[config.mk]
export PLATFORM = sky130hd
export DESIGN_NAME = compare_pwm_timer
export DESIGN_NICKNAME = d
export VERILOG_FILES = /design/src/hw/timer_pkg.sv /design/src/hw/compare_pwm_timer.sv /design/src/hw/timer_prescaler.sv
export SDC_FILE = /design/constraint.sdc
export NUM_CORES = 1
export LEC_CHECK = 0
export BUFFER_PORTS_ARGS = -buffer_cell sky130_fd_sc_hd__buf_2
export CORE_MARGIN = 2
export CORE_UTILIZATION = 50
export CTS_BUF_LIST = sky130_fd_sc_hd__clkbuf_2 sky130_fd_sc_hd__clkbuf_4 sky130_fd_sc_hd__clkbuf_8
export DETAILED_ROUTE_END_ITERATION = 10
export PLACE_DENSITY = 0.67
export SKIP_LAST_GASP = 1
export SYNTH_ARGS = -nofsm -noshare
export SYNTH_HDL_FRONTEND = slang
export SYNTH_HIERARCHICAL = 1
export SYNTH_SLANG_ARGS = --single-unit
[constraint.sdc]
create_clock -name clock -period 5.79 [get_ports clock]
set_input_delay 0.579 -clock clock [delete_from_list [all_inputs] [get_ports clock]]
set_output_delay 0.579 -clock clock [all_outputs]
set_load 0.05 [all_outputs]
[src/hw/timer_pkg.sv]
/*
  Shared constants of the compare/PWM timer: register offsets, field positions,
  encodings, reset values and bus latencies.
  Assumes a byte-addressed register bus with 32-bit data and four byte enables.
*/
package timer_pkg;

  // ==========================================================================
  // Register bus
  localparam int ADDR_W = 8;
  localparam logic [2:0] OCP_IDLE = 3'h0;
  localparam logic [2:0] OCP_WR = 3'h1;
  localparam logic [2:0] OCP_RD = 3'h2;
  localparam logic [1:0] RESP_NULL = 2'h0;
  localparam logic [1:0] RESP_DVA = 2'h1;
  localparam logic [1:0] RESP_ERR = 2'h3;
  localparam logic [3:0] BE_LO = 4'h3;
  localparam logic [3:0] BE_HI = 4'hc;

  // ==========================================================================
  // Register offsets
  localparam logic [7:0] OFF_REVISION = 8'h00;
  localparam logic [7:0] OFF_CONFIG = 8'h10;
  localparam logic [7:0] OFF_RESET_DONE = 8'h14;
  localparam logic [7:0] OFF_FLAGS = 8'h18;
  localparam logic [7:0] OFF_IRQ_EN = 8'h1c;
  localparam logic [7:0] OFF_WAKE_EN = 8'h20;
  localparam logic [7:0] OFF_CONTROL = 8'h24;
  localparam logic [7:0] OFF_COUNT = 8'h28;
  localparam logic [7:0] OFF_RELOAD = 8'h2c;
  localparam logic [7:0] OFF_TRIGGER = 8'h30;
  localparam logic [7:0] OFF_PENDING = 8'h34;
  localparam logic [7:0] OFF_MATCH = 8'h38;
  localparam logic [7:0] OFF_CAPTURED = 8'h3c;
  localparam logic [7:0] OFF_SYNC_CTL = 8'h40;

  // Module revision, value arbitrary
  localparam logic [7:0] REVISION = 8'h10;

  // ==========================================================================
  // interface_config fields and idle policies
  localparam int CFG_AUTOIDLE = 0;
  localparam int CFG_WAKE = 2;
  localparam int CFG_IDLE_LO = 3;
  localparam int CFG_FREE = 5;
  localparam logic [1:0] IDLE_FORCE = 2'h0;
  localparam logic [1:0] IDLE_NONE = 2'h1;
  localparam logic [1:0] IDLE_SMART = 2'h2;
  localparam logic [1:0] IDLE_RESET = 2'h0;

  // Event flag positions
  localparam int EV_MATCH = 0;
  localparam int EV_OVF = 1;
  localparam int EV_CAP = 2;

  // ==========================================================================
  // timer_control fields
  localparam int CTL_START = 0;
  localparam int CTL_AUTO = 1;
  localparam int CTL_DIV_PWR_LO = 2;
  localparam int CTL_DIV_EN = 5;
  localparam int CTL_CMP_EN = 6;
  localparam int CTL_IDLE_LVL = 7;
  localparam int CTL_CAP_LO = 8;
  localparam int CTL_SEL_LO = 10;
  localparam int CTL_STYLE = 12;
  localparam int CTL_W = 13;
  localparam logic [12:0] CTL_RESET = 13'h0000;
  localparam logic [1:0] SEL_NONE = 2'h0;
  localparam logic [1:0] SEL_OVF = 2'h1;
  localparam logic [1:0] SEL_OVF_MATCH = 2'h2;
  localparam logic [1:0] CAP_NONE = 2'h0;
  localparam logic [1:0] CAP_RISE = 2'h1;
  localparam logic [1:0] CAP_FALL = 2'h2;
  localparam logic [1:0] CAP_BOTH = 2'h3;
  localparam logic [31:0] COUNT_MAX = 32'hffffffff;

  // sync_interface_control: write posting enable
  localparam int SIC_POSTED = 2;
  localparam logic POSTED_RESET = 1'b0;

  // Posted slots, one pending bit each
  localparam int SLOTS = 5;
  localparam logic [2:0] SLOT_CTL = 3'h0;
  localparam logic [2:0] SLOT_CNT = 3'h1;
  localparam logic [2:0] SLOT_LOAD = 3'h2;
  localparam logic [2:0] SLOT_TRIG = 3'h3;
  localparam logic [2:0] SLOT_MATCH = 3'h4;
  localparam logic [2:0] SLOT_NONE = 3'h7;

  // ==========================================================================
  // Latencies: interface and timer clocks are both the 250 MHz clock
  localparam int STALL_IF_CLOCKS = 3;
  localparam int STALL_TIMER_CLOCKS = 5;
  localparam int CLOCKS_PER_TIMER_CLOCK = 1;
  localparam int STALL_CYCLES = STALL_IF_CLOCKS + STALL_TIMER_CLOCKS * CLOCKS_PER_TIMER_CLOCK;
  localparam int POSTED_CYCLES = 1;
  localparam logic [2:0] SYNC_CYCLES = 3'(STALL_TIMER_CLOCKS * CLOCKS_PER_TIMER_CLOCK);

endpackage

[src/hw/compare_pwm_timer.sv]
/*
  Up-counting 32-bit timer with compare, PWM output, event flags, idle and
  wake-up handshake, debug freeze, 16-bit split access and posted writes.
  Assumes one 250 MHz clock for both interface and timer, and a host that holds
  each request until SCmdAccept.
*/
// Summary of operation
// RQ1 - With compare enabled, each count is compared with match_value, rewritable anytime.
// RQ2 - A match sets the match flag; interrupt only when match_irq_enable set.
// RQ3 - Overflow and match events pulse or toggle the PWM output per output_style.
// RQ4 - Prescaler divides only when divider_enable, control bit 5, is set.
// RQ5 - Divisor 1 when disabled, else 2 to the (divider_power plus one).
// RQ6 - Prescaler count clears when the counter stops or reloads while running.
// RQ7 - Auto-reload overflow or trigger loads reload_value, one-shot overflow loads zero and stops, counter write loads data, stop freezes.
// RQ8 - Software changes pwm_idle_level only while stopped or trigger off.
// RQ9 - Clearing output_event_select stops modulation at the next overflow.
// RQ10 - Overflow after all-ones minus reload_value plus one counts; match at match_value.
// RQ11 - Software keeps reload and match values at least two below overflow.
// RQ12 - Events set sticky flags; writing one clears a flag.
// RQ13 - Idle acknowledge follows idle_policy: never, at once, or when nothing pending.
// RQ14 - Asleep in smart idle, enabled events raise wake-up only if wake_enable.
// RQ15 - Host drops idle request, acknowledge drops; clearing the flag releases wake-up.
// RQ16 - In debug, debug_run_free keeps counting; otherwise prescaler and counter freeze.
// RQ17 - The capture input pin passes a two-flop synchroniser.
// RQ18 - A 16-bit low read of the counter captures the count for the high read.
// RQ19 - Host writes 32-bit registers as low half then high half.
// RQ20 - Posted writes ack at once, pend per register; a new write replaces it.
// RQ21 - Posted mode only when timer clock is at most a quarter of interface clock.
// RQ22 - Non-posted accesses stall three interface plus five timer clocks.
// RQ23 - Interrupt sources merge into one interrupt, wake sources into one wake-up.
// RQ24 - output_event_select: 00 none, 01 overflow, 10 overflow and match.
// RQ25 - output_style 0 gives a single pulse, 1 a toggle.
// RQ26 - idle_policy: 00 force idle, 01 no idle, 10 smart idle.
`timescale 1ns/10ps
`default_nettype none
module compare_pwm_timer (
  input wire logic clock,
  input wire logic rstn,
  input wire logic [2:0] MCmd,
  input wire logic [timer_pkg::ADDR_W-1:0] MAddr,
  input wire logic [31:0] MData,
  input wire logic [3:0] MByteEn,
  output logic SCmdAccept,
  output logic [1:0] SResp,
  output logic [31:0] SData,
  input wire logic idle_request,
  input wire logic debug_suspend,
  input wire logic event_capture_pin,
  output logic idle_ack,
  output logic wake_request,
  output logic irq,
  output logic pwm_out
);
  import timer_pkg::*;

  typedef enum logic [1:0] {BUS_IDLE, BUS_WAIT, BUS_RESP} bus_state_t;

  bus_state_t state;
  logic [3:0] wait_cnt;
  logic req_wr;
  logic [ADDR_W-1:0] req_addr;
  logic [31:0] req_data;
  logic [3:0] req_be;
  logic take, go, wr_go, rd_go;
  logic [31:0] rd_word, wr_word;
  logic rd_ok;
  logic [2:0] req_slot;
  logic posted;
  logic [SLOTS-1:0] pending, commit;
  logic [31:0] shadow [SLOTS];
  logic [31:0] cdata [SLOTS];
  logic [2:0] sync_cnt;
  logic sync_done;
  logic cfg_free, cfg_wake, cfg_autoidle;
  logic [1:0] cfg_idle;
  logic [2:0] flags, irq_en, wake_en, flag_set, flag_clr;
  logic [CTL_W-1:0] ctl;
  logic [31:0] counter_value, reload_value, match_value, captured_value, next_count;
  logic [15:0] hold_hi;
  logic frozen, running, tick, count_en, ovf_hit, match_hit;
  logic cap_meta, cap_sync, cap_prev, cap_edge, cap_hit;
  logic mod_active, pwm_event, asleep;
  logic [1:0] held_sel, eff_sel;

  function automatic logic [31:0] merge(input logic [31:0] old, input logic [31:0] data, input logic [3:0] be);
    logic [31:0] m;
    m = old;
    for (int b = 0; b < 4; b++) begin
      if (be[b]) begin
        m[8*b +: 8] = data[8*b +: 8];
      end
    end
    return m;
  endfunction

  function automatic logic [2:0] slot_of(input logic [ADDR_W-1:0] a);
    unique case (a)
      OFF_CONTROL: return SLOT_CTL;
      OFF_COUNT: return SLOT_CNT;
      OFF_RELOAD: return SLOT_LOAD;
      OFF_TRIGGER: return SLOT_TRIG;
      OFF_MATCH: return SLOT_MATCH;
      default: return SLOT_NONE;
    endcase
  endfunction

  // ==========================================================================
  // Register bus slave
  assign take = (state == BUS_IDLE) && (MCmd == OCP_WR || MCmd == OCP_RD);
  assign go = (state == BUS_WAIT) && (wait_cnt == 4'h0);
  assign wr_go = go && req_wr;
  assign rd_go = go && !req_wr;

  always_ff @(posedge clock or negedge rstn) begin
    if (!rstn) begin
      state <= BUS_IDLE;
      wait_cnt <= 4'h0;
      req_wr <= 1'b0;
      req_addr <= '0;
      req_data <= 32'h00000000;
      req_be <= 4'h0;
    end else begin
      unique case (state)
        BUS_IDLE: if (take) begin
          req_wr <= (MCmd == OCP_WR);
          req_addr <= MAddr;
          req_data <= MData;
          req_be <= MByteEn;
          // Non-posted accesses wait for the timer-side resync
          wait_cnt <= posted ? 4'(POSTED_CYCLES - 1) : 4'(STALL_CYCLES - 1); // RQ20 RQ22
          state <= BUS_WAIT;
        end
        BUS_WAIT: if (wait_cnt == 4'h0) begin
          state <= BUS_RESP;
        end else begin
          wait_cnt <= wait_cnt - 4'h1;
        end
        BUS_RESP: state <= BUS_IDLE;
      endcase
    end
  end

  always_comb begin
    rd_ok = 1'b1;
    rd_word = 32'h00000000;
    unique case (req_addr)
      OFF_REVISION: rd_word = {24'h000000, REVISION};
      OFF_CONFIG: rd_word = {26'h0, cfg_free, cfg_idle, cfg_wake, 1'b0, cfg_autoidle};
      OFF_RESET_DONE: rd_word = 32'h00000001;
      OFF_FLAGS: rd_word = {29'h0, flags};
      OFF_IRQ_EN: rd_word = {29'h0, irq_en};
      OFF_WAKE_EN: rd_word = {29'h0, wake_en};
      OFF_CONTROL: rd_word = {19'h0, ctl};
      OFF_COUNT: rd_word = counter_value;
      OFF_RELOAD: rd_word = reload_value;
      OFF_TRIGGER: rd_word = 32'h00000000;
      OFF_PENDING: rd_word = {27'h0, pending};
      OFF_MATCH: rd_word = match_value;
      OFF_CAPTURED: rd_word = captured_value;
      OFF_SYNC_CTL: rd_word = {29'h0, posted, 2'h0};
      default: rd_ok = 1'b0;
    endcase
  end

  // Unselected byte lanes keep their value, so 16-bit halves merge
  assign wr_word = merge(rd_word, req_data, req_be); // RQ19
  assign req_slot = slot_of(req_addr);

  always_ff @(posedge clock or negedge rstn) begin
    if (!rstn) begin
      SCmdAccept <= 1'b0;
      SResp <= RESP_NULL;
      SData <= 32'h00000000;
      hold_hi <= 16'h0000;
    end else begin
      SCmdAccept <= go;
      SResp <= go ? (rd_ok ? RESP_DVA : RESP_ERR) : RESP_NULL;
      if (rd_go && req_addr == OFF_COUNT && req_be == BE_HI) begin
        SData <= {hold_hi, 16'h0000}; // RQ18
      end else begin
        SData <= rd_go ? rd_word : 32'h00000000;
      end
      if (rd_go && req_addr == OFF_COUNT && req_be == BE_LO) begin
        hold_hi <= counter_value[31:16]; // RQ18
      end
    end
  end

  // Interface-side registers take effect at once
  always_ff @(posedge clock or negedge rstn) begin
    if (!rstn) begin
      cfg_free <= 1'b0;
      cfg_idle <= IDLE_RESET;
      cfg_wake <= 1'b0;
      cfg_autoidle <= 1'b0;
      irq_en <= 3'h0;
      wake_en <= 3'h0;
      posted <= POSTED_RESET;
    end else if (wr_go) begin
      if (req_addr == OFF_CONFIG) begin
        cfg_free <= wr_word[CFG_FREE];
        cfg_idle <= wr_word[CFG_IDLE_LO +: 2];
        cfg_wake <= wr_word[CFG_WAKE];
        cfg_autoidle <= wr_word[CFG_AUTOIDLE];
      end
      if (req_addr == OFF_IRQ_EN) irq_en <= wr_word[2:0];
      if (req_addr == OFF_WAKE_EN) wake_en <= wr_word[2:0];
      if (req_addr == OFF_SYNC_CTL) posted <= wr_word[SIC_POSTED];
    end
  end

  // ==========================================================================
  // Write posting toward the timer side
  assign sync_done = (sync_cnt == 3'h1);

  always_ff @(posedge clock or negedge rstn) begin
    if (!rstn) begin
      sync_cnt <= 3'h0;
    end else if (wr_go && posted && req_slot != SLOT_NONE) begin
      sync_cnt <= SYNC_CYCLES; // RQ20
    end else if (sync_cnt != 3'h0) begin
      sync_cnt <= sync_cnt - 3'h1;
    end
  end

  for (genvar k = 0; k < SLOTS; k++) begin : g_slot
    logic hit;
    assign hit = wr_go && (req_slot == 3'(k));
    assign commit[k] = (sync_done && pending[k]) || (hit && !posted); // RQ22
    assign cdata[k] = (sync_done && pending[k]) ? shadow[k] : wr_word;
    always_ff @(posedge clock or negedge rstn) begin
      if (!rstn) begin
        pending[k] <= 1'b0;
        shadow[k] <= 32'h00000000;
      end else if (hit && posted) begin
        // A later write silently replaces the one still pending
        pending[k] <= 1'b1; // RQ20
        shadow[k] <= wr_word;
      end else if (sync_done) begin
        pending[k] <= 1'b0;
      end
    end
  end

  // ==========================================================================
  // Counter, prescaler and compare
  assign frozen = debug_suspend && !cfg_free; // RQ16
  assign running = ctl[CTL_START] && !frozen;
  assign count_en = running && tick;
  assign ovf_hit = count_en && (counter_value == COUNT_MAX); // RQ10
  assign next_count = ovf_hit ? (ctl[CTL_AUTO] ? reload_value : 32'h00000000) : counter_value + 32'h1;
  assign match_hit = count_en && ctl[CTL_CMP_EN] && (next_count == match_value); // RQ1 RQ10

  timer_prescaler u_prescaler (
    .clock(clock),
    .rstn(rstn),
    .run(running),
    .clear(!ctl[CTL_START] || commit[SLOT_TRIG] || commit[SLOT_CNT] || ovf_hit), // RQ6 RQ7
    .divider_enable(ctl[CTL_DIV_EN]),
    .divider_power(ctl[CTL_DIV_PWR_LO +: 3]),
    .tick(tick)
  );

  always_ff @(posedge clock or negedge rstn) begin
    if (!rstn) begin
      ctl <= CTL_RESET;
      reload_value <= 32'h00000000;
      match_value <= 32'h00000000;
    end else begin
      if (commit[SLOT_CTL]) begin
        ctl <= cdata[SLOT_CTL][CTL_W-1:0];
      end else if (ovf_hit && !ctl[CTL_AUTO]) begin
        ctl[CTL_START] <= 1'b0;
      end
      if (commit[SLOT_LOAD]) reload_value <= cdata[SLOT_LOAD];
      if (commit[SLOT_MATCH]) match_value <= cdata[SLOT_MATCH]; // RQ1
    end
  end

  always_ff @(posedge clock or negedge rstn) begin
    if (!rstn) begin
      counter_value <= 32'h00000000;
    end else if (commit[SLOT_CNT]) begin
      counter_value <= cdata[SLOT_CNT]; // RQ7
    end else if (commit[SLOT_TRIG]) begin
      counter_value <= reload_value; // RQ7
    end else if (count_en) begin
      counter_value <= next_count; // RQ7
    end
  end

  // ==========================================================================
  // Capture input and event flags
  always_comb begin
    unique case (ctl[CTL_CAP_LO +: 2])
      CAP_RISE: cap_edge = cap_sync && !cap_prev;
      CAP_FALL: cap_edge = !cap_sync && cap_prev;
      CAP_BOTH: cap_edge = cap_sync ^ cap_prev;
      default: cap_edge = 1'b0;
    endcase
  end
  // Only the first edge is kept until software clears the flag
  assign cap_hit = cap_edge && !flags[EV_CAP];

  always_ff @(posedge clock or negedge rstn) begin
    if (!rstn) begin
      cap_meta <= 1'b0;
      cap_sync <= 1'b0;
      cap_prev <= 1'b0;
      captured_value <= 32'h00000000;
    end else begin
      cap_meta <= event_capture_pin; // RQ17
      cap_sync <= cap_meta; // RQ17
      cap_prev <= cap_sync;
      if (cap_hit) captured_value <= counter_value;
    end
  end

  assign flag_set = {cap_hit, ovf_hit, match_hit};
  assign flag_clr = (wr_go && req_addr == OFF_FLAGS && req_be[0]) ? req_data[2:0] : 3'h0;

  always_ff @(posedge clock or negedge rstn) begin
    if (!rstn) begin
      flags <= 3'h0;
    end else begin
      // A new event wins over a clear in the same cycle
      flags <= (flags & ~flag_clr) | flag_set; // RQ2 RQ12
    end
  end

  // ==========================================================================
  // PWM output
  assign eff_sel = (ctl[CTL_SEL_LO +: 2] != SEL_NONE) ? ctl[CTL_SEL_LO +: 2] : held_sel;
  assign pwm_event = mod_active && ((ovf_hit && (eff_sel == SEL_OVF || eff_sel == SEL_OVF_MATCH))
                     || (match_hit && eff_sel == SEL_OVF_MATCH)); // RQ3 RQ24

  always_ff @(posedge clock or negedge rstn) begin
    if (!rstn) begin
      mod_active <= 1'b0;
      held_sel <= SEL_NONE;
      pwm_out <= 1'b0;
    end else begin
      if (ctl[CTL_SEL_LO +: 2] != SEL_NONE) begin
        mod_active <= 1'b1;
        held_sel <= ctl[CTL_SEL_LO +: 2];
      end else if (ovf_hit) begin
        mod_active <= 1'b0; // RQ9
      end
      if (!mod_active) begin
        pwm_out <= ctl[CTL_IDLE_LVL];
      end else if (pwm_event) begin
        pwm_out <= ctl[CTL_STYLE] ? !pwm_out : !ctl[CTL_IDLE_LVL]; // RQ3 RQ25
      end else if (!ctl[CTL_STYLE]) begin
        pwm_out <= ctl[CTL_IDLE_LVL];
      end
    end
  end

  // ==========================================================================
  // Interrupt, idle and wake-up
  assign asleep = idle_ack && (cfg_idle == IDLE_SMART);

  always_ff @(posedge clock or negedge rstn) begin
    if (!rstn) begin
      irq <= 1'b0;
      idle_ack <= 1'b0;
      wake_request <= 1'b0;
    end else begin
      irq <= |(flags & irq_en); // RQ2 RQ23
      idle_ack <= idle_request && ((cfg_idle == IDLE_FORCE)
                  || (cfg_idle == IDLE_SMART && (idle_ack || flags == 3'h0))); // RQ13 RQ15 RQ26
      // Held after the host wakes until the causing flag is cleared
      wake_request <= cfg_wake && |(flags & wake_en) && (asleep || wake_request); // RQ14 RQ15 RQ23
    end
  end

  // ==========================================================================
  // Checks
  property p_match_flag;
    @(posedge clock) disable iff (!rstn) match_hit |=> flags[EV_MATCH];
  endproperty
  a_match_flag: assert property (p_match_flag) else $error("match did not set flag"); // RQ2

  property p_irq_merge;
    @(posedge clock) disable iff (!rstn) (flags[EV_MATCH] && irq_en[EV_MATCH]) |=> irq;
  endproperty
  a_irq_merge: assert property (p_irq_merge) else $error("enabled flag without interrupt"); // RQ23

  property p_pulse;
    @(posedge clock) disable iff (!rstn)
      (pwm_event && !ctl[CTL_STYLE] && ctl[CTL_STYLE] == $past(ctl[CTL_STYLE])) |=> (pwm_out != ctl[CTL_IDLE_LVL]);
  endproperty
  a_pulse: assert property (p_pulse) else $error("pulse mode gave no pulse"); // RQ3

  property p_toggle;
    @(posedge clock) disable iff (!rstn) (pwm_event && ctl[CTL_STYLE]) |=> (pwm_out != $past(pwm_out));
  endproperty
  a_toggle: assert property (p_toggle) else $error("toggle mode did not invert"); // RQ25

  property p_freeze;
    @(posedge clock) disable iff (!rstn)
      ((frozen || !ctl[CTL_START]) && !commit[SLOT_CNT] && !commit[SLOT_TRIG]) |=> $stable(counter_value);
  endproperty
  a_freeze: assert property (p_freeze) else $error("counter moved while frozen"); // RQ16

  property p_divider;
    @(posedge clock) disable iff (!rstn) (tick && ctl[CTL_DIV_EN] && $stable(ctl)) |=> !tick;
  endproperty
  a_divider: assert property (p_divider) else $error("divider gave ticks back to back"); // RQ5

  property p_stall;
    @(posedge clock) disable iff (!rstn) (take && !posted) |=> !SCmdAccept [*8] ##1 SCmdAccept;
  endproperty
  a_stall: assert property (p_stall) else $error("non-posted stall length wrong"); // RQ22

  property p_posted_ack;
    @(posedge clock) disable iff (!rstn) (take && posted) |=> !SCmdAccept ##1 SCmdAccept;
  endproperty
  a_posted_ack: assert property (p_posted_ack) else $error("posted access not answered at once"); // RQ20

  property p_no_idle;
    @(posedge clock) disable iff (!rstn) (cfg_idle == IDLE_NONE) |=> !idle_ack;
  endproperty
  a_no_idle: assert property (p_no_idle) else $error("idle acknowledged in no-idle"); // RQ13

  property p_wake_gate;
    @(posedge clock) disable iff (!rstn) $rose(wake_request) |-> $past(cfg_wake && asleep);
  endproperty
  a_wake_gate: assert property (p_wake_gate) else $error("wake-up without permission"); // RQ14

  property p_sync_pin;
    @(posedge clock) disable iff (!rstn) ##2 (cap_sync == $past(event_capture_pin, 2));
  endproperty
  a_sync_pin: assert property (p_sync_pin) else $error("capture pin sync depth wrong"); // RQ17

  c_posted_write: cover property (@(posedge clock) disable iff (!rstn) wr_go && posted ##[1:8] sync_done);
  c_stalled_read: cover property (@(posedge clock) disable iff (!rstn) rd_go && !posted);
  c_pwm_toggle: cover property (@(posedge clock) disable iff (!rstn) pwm_event && ctl[CTL_STYLE]);
  c_wake: cover property (@(posedge clock) disable iff (!rstn) $rose(wake_request));

endmodule
`default_nettype wire

[src/hw/timer_prescaler.sv]
/*
  Prescaler of the timer: turns the timer clock into count ticks.
  Assumes run, clear and the divider setting come from the timer core.
*/
`timescale 1ns/10ps
`default_nettype none
module timer_prescaler (
  input wire logic clock,
  input wire logic rstn,
  input wire logic run,
  input wire logic clear,
  input wire logic divider_enable,
  input wire logic [2:0] divider_power,
  output logic tick
);
  import timer_pkg::*;

  logic [7:0] count;
  logic [7:0] limit;

  // Divisor is 2^(power+1): 2 for 0 up to 256 for 7
  assign limit = 8'((9'h002 << divider_power) - 9'h001); // RQ5

  always_ff @(posedge clock or negedge rstn) begin
    if (!rstn) begin
      count <= 8'h00;
      tick <= 1'b0;
    end else if (clear) begin
      count <= 8'h00; // RQ6
      tick <= 1'b0;
    end else if (!run) begin
      tick <= 1'b0; // RQ16
    end else if (!divider_enable) begin
      count <= 8'h00;
      tick <= 1'b1; // RQ4
    end else if (count == limit) begin
      count <= 8'h00;
      tick <= 1'b1; // RQ4
    end else begin
      count <= count + 8'h01;
      tick <= 1'b0;
    end
  end

endmodule
`default_nettype wire

==> results of run 1 <==
==> state kept, by name (all words and copies together) (netlist names), 2 cells and up <==
signal             flops
shadow               109
SData                 32
captured_value        32
counter_value         32
match_value           32
reload_value          32
req_data              32
hold_hi               16
ctl                   13
req_addr               8
u_prescaler/count      8
pending                5
req_be                 4
wait_cnt               4
flags                  3
irq_en                 3
sync_cnt               3
wake_en                3
SResp                  2
cfg_idle               2
held_sel               2
state                  2
==> metal layers <==
metal  GRT usage, %  up-vias  share of wire (%)
li1               -     7288                  -
met1          42.38     8025                 45
met2          46.80      648                 45
met3          5.536      111                7.3
met4          9.312        0                2.5
met5              0        -                  0
==> how the worst min path moves through the flow <==
stage,from,endpoint,depth (start not counted)
floorplan,rstn,SData[0],0
global placement,cap_meta,cap_sync,0
detailed placement,cap_meta,cap_sync,0
CTS,event_capture_pin,cap_meta,1
global route,event_capture_pin,cap_meta,1
finish,event_capture_pin,cap_meta,1
==> timing repair <==
action	CTS	global route
hold buffers	1	0
setup buffers	0	0
endpoints found under the hold margin	5	0
setup endpoints to repair	0	0
==> cells by family (layout without fill, tap and decap cells) <==
logic type | Yosys count | in the layout | synth area share [%]
adder cells (fa/ha/maj) | 11 | 11 | 0.7127
multiplexers | 118 | 118 | 6.732
AO/OA/AOI/OAI | 611 | 611 | 19.98
XOR/XNOR | 56 | 56 | 2.689
flip-flops | 393 | 393 | 50.93
buffers and inverters | 198 | 289 | 4.134
AND/OR/NAND/NOR | 618 | 618 | 14.83
other | 0 | 1 | 0
==> cells in the mapped netlist, types with 15 or more instances <==
library cell and number:
o21ai_0 237, inv_1 48, nand2b_1 20, nor2_1 137, mux2i_1 26, a22o_1 28
and3_1 15, xor2_1 22, clkbuf_1 122, mux2_2 91, a221oi_1 31, a221o_1 18
nand3_1 33, a22oi_1 62, nand2_1 290, nand4_1 17, dfrtp_1 393, a211oi_1 21
a21oi_1 128, xnor2_1 32, nor3_1 27
==> cell type report <==
type	instances	area share (%)
sequential	393	45.50
tap	511	2.958
clock buffer	104	6.101
multi-input combinational	1414	40.45
inverter	49	0.8509
antenna	1	0.01158
timing repair buffer	124	3.438
clock inverter	12	0.6889
==> per-stage QoR <==
stage,area [sq um],power [mW],cells,util [%]
2_1_floorplan,19310,4.487,2005,-
3_3_place_gp,20130,4.996,2490,53.20
3_5_place_dp,20130,5.048,2490,53.20
4_1_cts,21610,7.803,2607,57.11
5_1_grt,21610,8.133,2607,57.11
6_report,21610,7.779,2608,57.12
==> worst max-delay path, cell delays in order, from the launching register on <==
cell       delay [ns]
dfrtp_1          0.48
ha_1             0.30
nand4_4          0.22
or4_4            0.68
nor4_4           0.59
buf_4            0.34
and3_1           0.19
a211oi_1         0.05
a2111oi_0        0.78
nand2_1          0.20
o41ai_4          0.31
xor2_1           0.12
a311o_1          0.36
==> power by group through the flow <==
stage	Clock [mW]	Combinational, mW	Sequential [mW]
6_report	2.75	1.57	3.46
5_1_grt	2.90	1.73	3.50
4_1_cts	2.79	1.57	3.45
3_5_place_dp	0	1.55	3.49
3_3_place_gp	0	1.52	3.48
2_1_floorplan	0	1.21	3.27
==> flow_summary.yaml, run 1 <==
clocking:
  path_clk_slew_ns: 0.07
  cts_made_buffers: 69
  clockBufferDepth: 3
  cts-resized-gates: 0
  cts_root_buf: "clkbuf_8"
  cts_num_sinks: 393
  cts_max_level: 3
  clk_latency_ns: 0.66
  cts_tree: "done"
setup_path:
  required_ns: 6.30
  startpoint: "counter_value[0]"
  crit_end: "pwm_out"
  ff2ff_setup_slack_ns: 1.03
  reg2reg_from: "counter_value[0]"
  r2r_end: "pwm_out"
  reg2regPathDepth: 12
  crit_fanout: 16
  crit_type: "reg2reg"
  start_kind: "flip-flop"
  worst_setup_path_end_kind: "flip-flop"
  cp.arrival_ns: 5.27
logic_synthesis:
  avgSynthCellArea_sq_um: 9.631
  synth_area_leaders: "dfrtp_1 51%, o21ai_0 6.1%, nand2_1 5.6%"
  netlist_area_sq_mm: 0.01931
  synthFlopType: "dfrtp_1"
  yosysTopAreaCellShare_pct: 50.93
  yosys_warnings: 6
  synth.distinct_cells: 81
  ys_ff_latch: 393
  synth-seq-area-share_pct: 50.93
  synth_edf_count: 0
  syn_inst: 2005
  syn-num-nets: 2068
  synth_top_cell_by_area: "dfrtp_1"
  ys_async_sr_fraction_pct: 100.0
sta:
  relSlewSlack_pct: 12.10
  fin_crit_ns: 4.758
  hold_violations: 0
  worstMarginPinSlew_ns: 1.315
  fin_ws_ns: 1.032
  finalSetupViolCount: 0
  slew_viol_final: 0
  holdWs_ns: 0.04410
  fin_crit_sh_pct: 82.17
  max_freq_ghz: 0.2102
  tns_ns: 0
  rsz0062_at_grt: "no"
  finClkSkew_ns: 0.04560
pwr:
  power.leakage_nw: 9.632
  swShare_pct: 32.46
  p_switching_mw: 2.525
  combPwrFrac_pct: 20.2
  pwr-share-seq_pct: 44.5
  pwr-share-clk_pct: 35.4
  intPower_mw: 5.254
  vdd_drop_max_mv: 0.2177
  pwr_density_cell_mw_per_mm2: 359.9
routing:
  finalWirelength_microns: 59700
  drt_iter0_drc: 1689
  wl_per_cell_microns: 22.89
  via_per_inst: 6.163
  antenna_left: 0
  drc_errors: 0
  drt-pass1-iter-count: 5
  dr_total_vias: 16070
flow_run:
  cap_violations: 0
die:
  pin_count: 91
  core.rowCount: 71
  core-area_sq_mm: 0.03784
  die_h_microns: 200.5
  die_area_sq_mm: 0.04021
  initial_core_util_pct: 51.03
  die_w_microns: 200.5
cells_and_area:
  seqCellArea_sq_mm: 0.009834
  area_delta_synth_final_pct: 11.93
  drive_gt1_share_pct: 17.75
  layout_commonest_cell: "dfrtp_1"
  multi_input_area_sq_mm: 0.008743
  nFillCells: 3356
  final_cell_mix: "393 x dfrtp_1, 286 x nand2_1, 237 x o21ai_0, 132 x nor2_1, 128 x a21oi_1"
  nets: 2114
status:
  status: "finished clean"
global_routing:
  grtUsageTotal_pct: 29.88
  grt_pass1_vias: 16030
  gr-total-overflow: 0
  grt_start_max_net_pins: 174
  antenna_found_initial: 0
  grt_pass1_wl_microns: 94110
placement:
  gp_congestion: 0.9249
  place_ws_ns: 1.028
  hpwlAfterDp_microns: 39660
  io_buffers: 90
min_path:
  holdCritPathClass: "in2reg"
Note: power is estimated with default switching activity, not from simulation.
==> run 2, diff against run 1 <==
- PLACE_DENSITY: 0.67 -> 0.7
- clock period: 5.79 -> 3.9 ns (I/O delays scaled with it)
==> flow_summary.yaml, run 2 (synthesis gave the netlist of run 1 again) <==
setup_path:
  worst_setup_path_end_kind: "flip-flop"
  path_buf_inv: 2
  r2r_end: "pwm_out"
  reg2regPathDepth: 13
  start_kind: "flip-flop"
  startpoint: "counter_value[1]"
  crit_family: "simple AND/OR/NAND/NOR gates"
  worstPathCellList: "ha_4, nand4_4, or4_4, or4_4, buf_4, buf_4, o211ai_1, nand2_1, o22ai_1, nand4_1, o41ai_4, mux2i_1, a311o_1"
  cp.arrival_ns: 4.38
  reg2reg_from: "counter_value[1]"
  crit_fanout: 9
  required_ns: 4.41
  critPathSlowestCell: "or4_4"
  crit_type: "reg2reg"
  crit_end: "pwm_out"
  cpPeakStageDelay_ns: 0.65
  ff2ff_setup_slack_ns: 0.03
  cp_num_cells: 13
global_routing:
  gr-total-overflow: 0
  grt_start_max_net_pins: 98
  antenna_found_initial: 1
  grt_pass1_wl_microns: 96460
  grt_pass1_vias: 16350
  grtUsageTotal_pct: 30.85
cells_and_area:
  nFillCells: 3249
  drive_gt1_share_pct: 20.50
  largest_register_ffs: 109
  area_delta_synth_final_pct: 17.52
  layout_commonest_cell: "dfrtp_1"
  final_cell_mix: "392 x dfrtp_1, 286 x nand2_1, 236 x o21ai_0, 131 x nor2_1, 128 x a21oi_1"
  regMostFlops: "shadow"
  nets: 2247
  insertedDiodeCount: 0
  final_cells: 2735
die:
  die_h_microns: 200.5
  die_area_sq_mm: 0.04021
  pin_count: 91
  core.rowCount: 71
  initial_core_util_pct: 51.03
  core-area_sq_mm: 0.03784
  die_w_microns: 200.5
placement:
  io_buffers: 90
  hpwlAfterDp_microns: 43470
  gp_congestion: 0.9936
  dp_cells: 2575
routing:
  drt-pass1-iter-count: 8
  finalWirelength_microns: 62120
  antenna_left: 0
  wl_per_cell_microns: 22.71
  drt_iter0_drc: 1697
  via_per_inst: 6.106
  drc_errors: 0
  dr_total_vias: 16700
sta:
  finalSetupViolCount: 0
  fin_crit_ns: 3.871
  finClkSkew_ns: 0.02925
  relSlewSlack_pct: 44.19
  holdWs_ns: 0.05791
  tns_ns: 0
  max_freq_ghz: 0.2583
  fin_crit_sh_pct: 99.26
  worstMarginPinSlew_ns: 0.8372
  hold_violations: 0
  slew_viol_final: 0
  rsz0062_at_grt: "yes"
min_path:
  hold_depth: 3
  holdCritPathClass: "in2reg"
flow_run:
  cap_violations: 0
clocking:
  path_clk_slew_ns: 0.07
  cts_made_buffers: 67
  clockBufferDepth: 3
  cts_max_level: 3
  cts_num_sinks: 393
  cts_root_buf: "clkbuf_8"
  cts_tree: "done"
  clk_latency_ns: 0.64
pwr:
  pwr-share-clk_pct: 32.8
  vdd_drop_max_mv: 0.3277
  pwr-share-seq_pct: 43.8
  p_switching_mw: 3.791
  combPwrFrac_pct: 23.5
  swShare_pct: 32.98
  pwr_density_cell_mw_per_mm2: 506.5
  power.leakage_nw: 10.23
  intPower_mw: 7.703
status:
  status: "finished clean"
[run 2: final cells by class]
class / instances / area [sq um] / share of cell area, %
timing repair buffer: 259 / 1916 / 8.441
multi-input combinational: 1414 / 8790 / 38.73
clock buffer: 97 / 1229 / 5.414
tap: 511 / 639.4 / 2.817
inverter: 49 / 183.9 / 0.8105
sequential: 393 / 9836 / 43.34
clock inverter: 12 / 101.3 / 0.4466
[run 2: how the worst min path moves through the flow]
stage / from / endpoint / slack, ns
after floorplan: rstn / SData[0] / 0.09
after global placement: cap_meta / cap_sync / 0.34
after detailed placement: cap_meta / cap_sync / 0.33
after CTS: MCmd[0] / req_wr / 0.02
after global routing: MCmd[0] / req_wr / 0.07
final: MCmd[0] / req_wr / 0.06
[run 2: metrics by stage]
stage          util [%]  instance area (sq um)  total power, mW  worst slack (ns)
2_1_floorplan         -                  19340            6.686           0.01302
3_3_place_gp      55.06                  20840            7.622           0.04980
3_5_place_dp      55.06                  20840            7.704          0.009882
4_1_cts           59.96                  22690            11.53          0.006725
5_1_grt           59.97                  22690            12.04           -0.1293
6_report          59.97                  22690            11.49           0.02897
[run 2: what timing repair did]
item                       in CTS  in global routing
hold endpoints to repair      137                  0
gates cloned                    0                  0
pin swaps                      11                  2
setup endpoints to repair       1                  2
resized for setup               4                  1
setup buffers                   3                  0
hold buffers                   48                  0
[run 2: worst reg2reg max path, cell delays in order, from the launching register on]
cell	delay, ns
dfrtp_1	0.39
ha_4	0.17
nand4_4	0.11
or4_4	0.58
or4_4	0.65
buf_4	0.18
buf_4	0.16
o211ai_1	0.17
nand2_1	0.07
o22ai_1	0.17
nand4_1	0.20
o41ai_4	0.44
mux2i_1	0.13
a311o_1	0.32
[run 2: power groups by stage]
stage          clock network [mW]  logic [mW]  registers (mW)
6_report                     3.77        2.70            5.03
5_1_grt                      4.01        2.95            5.08
4_1_cts                      3.84        2.67            5.02
3_5_place_dp                    0        2.62            5.09
3_3_place_gp                    0        2.56            5.07
2_1_floorplan                   0        1.82            4.87
[run 2: per-layer routing]
metal / vias to the layer above / part of all wire (%) / GRT usage [%]
li1: 7541 / - / -
met1: 8289 / 44 / 43.49
met2: 742 / 46 / 49.08
met3: 126 / 7.6 / 5.179
met4: 2 / 2.5 / 9.524
met5: - / 0.018 / 0
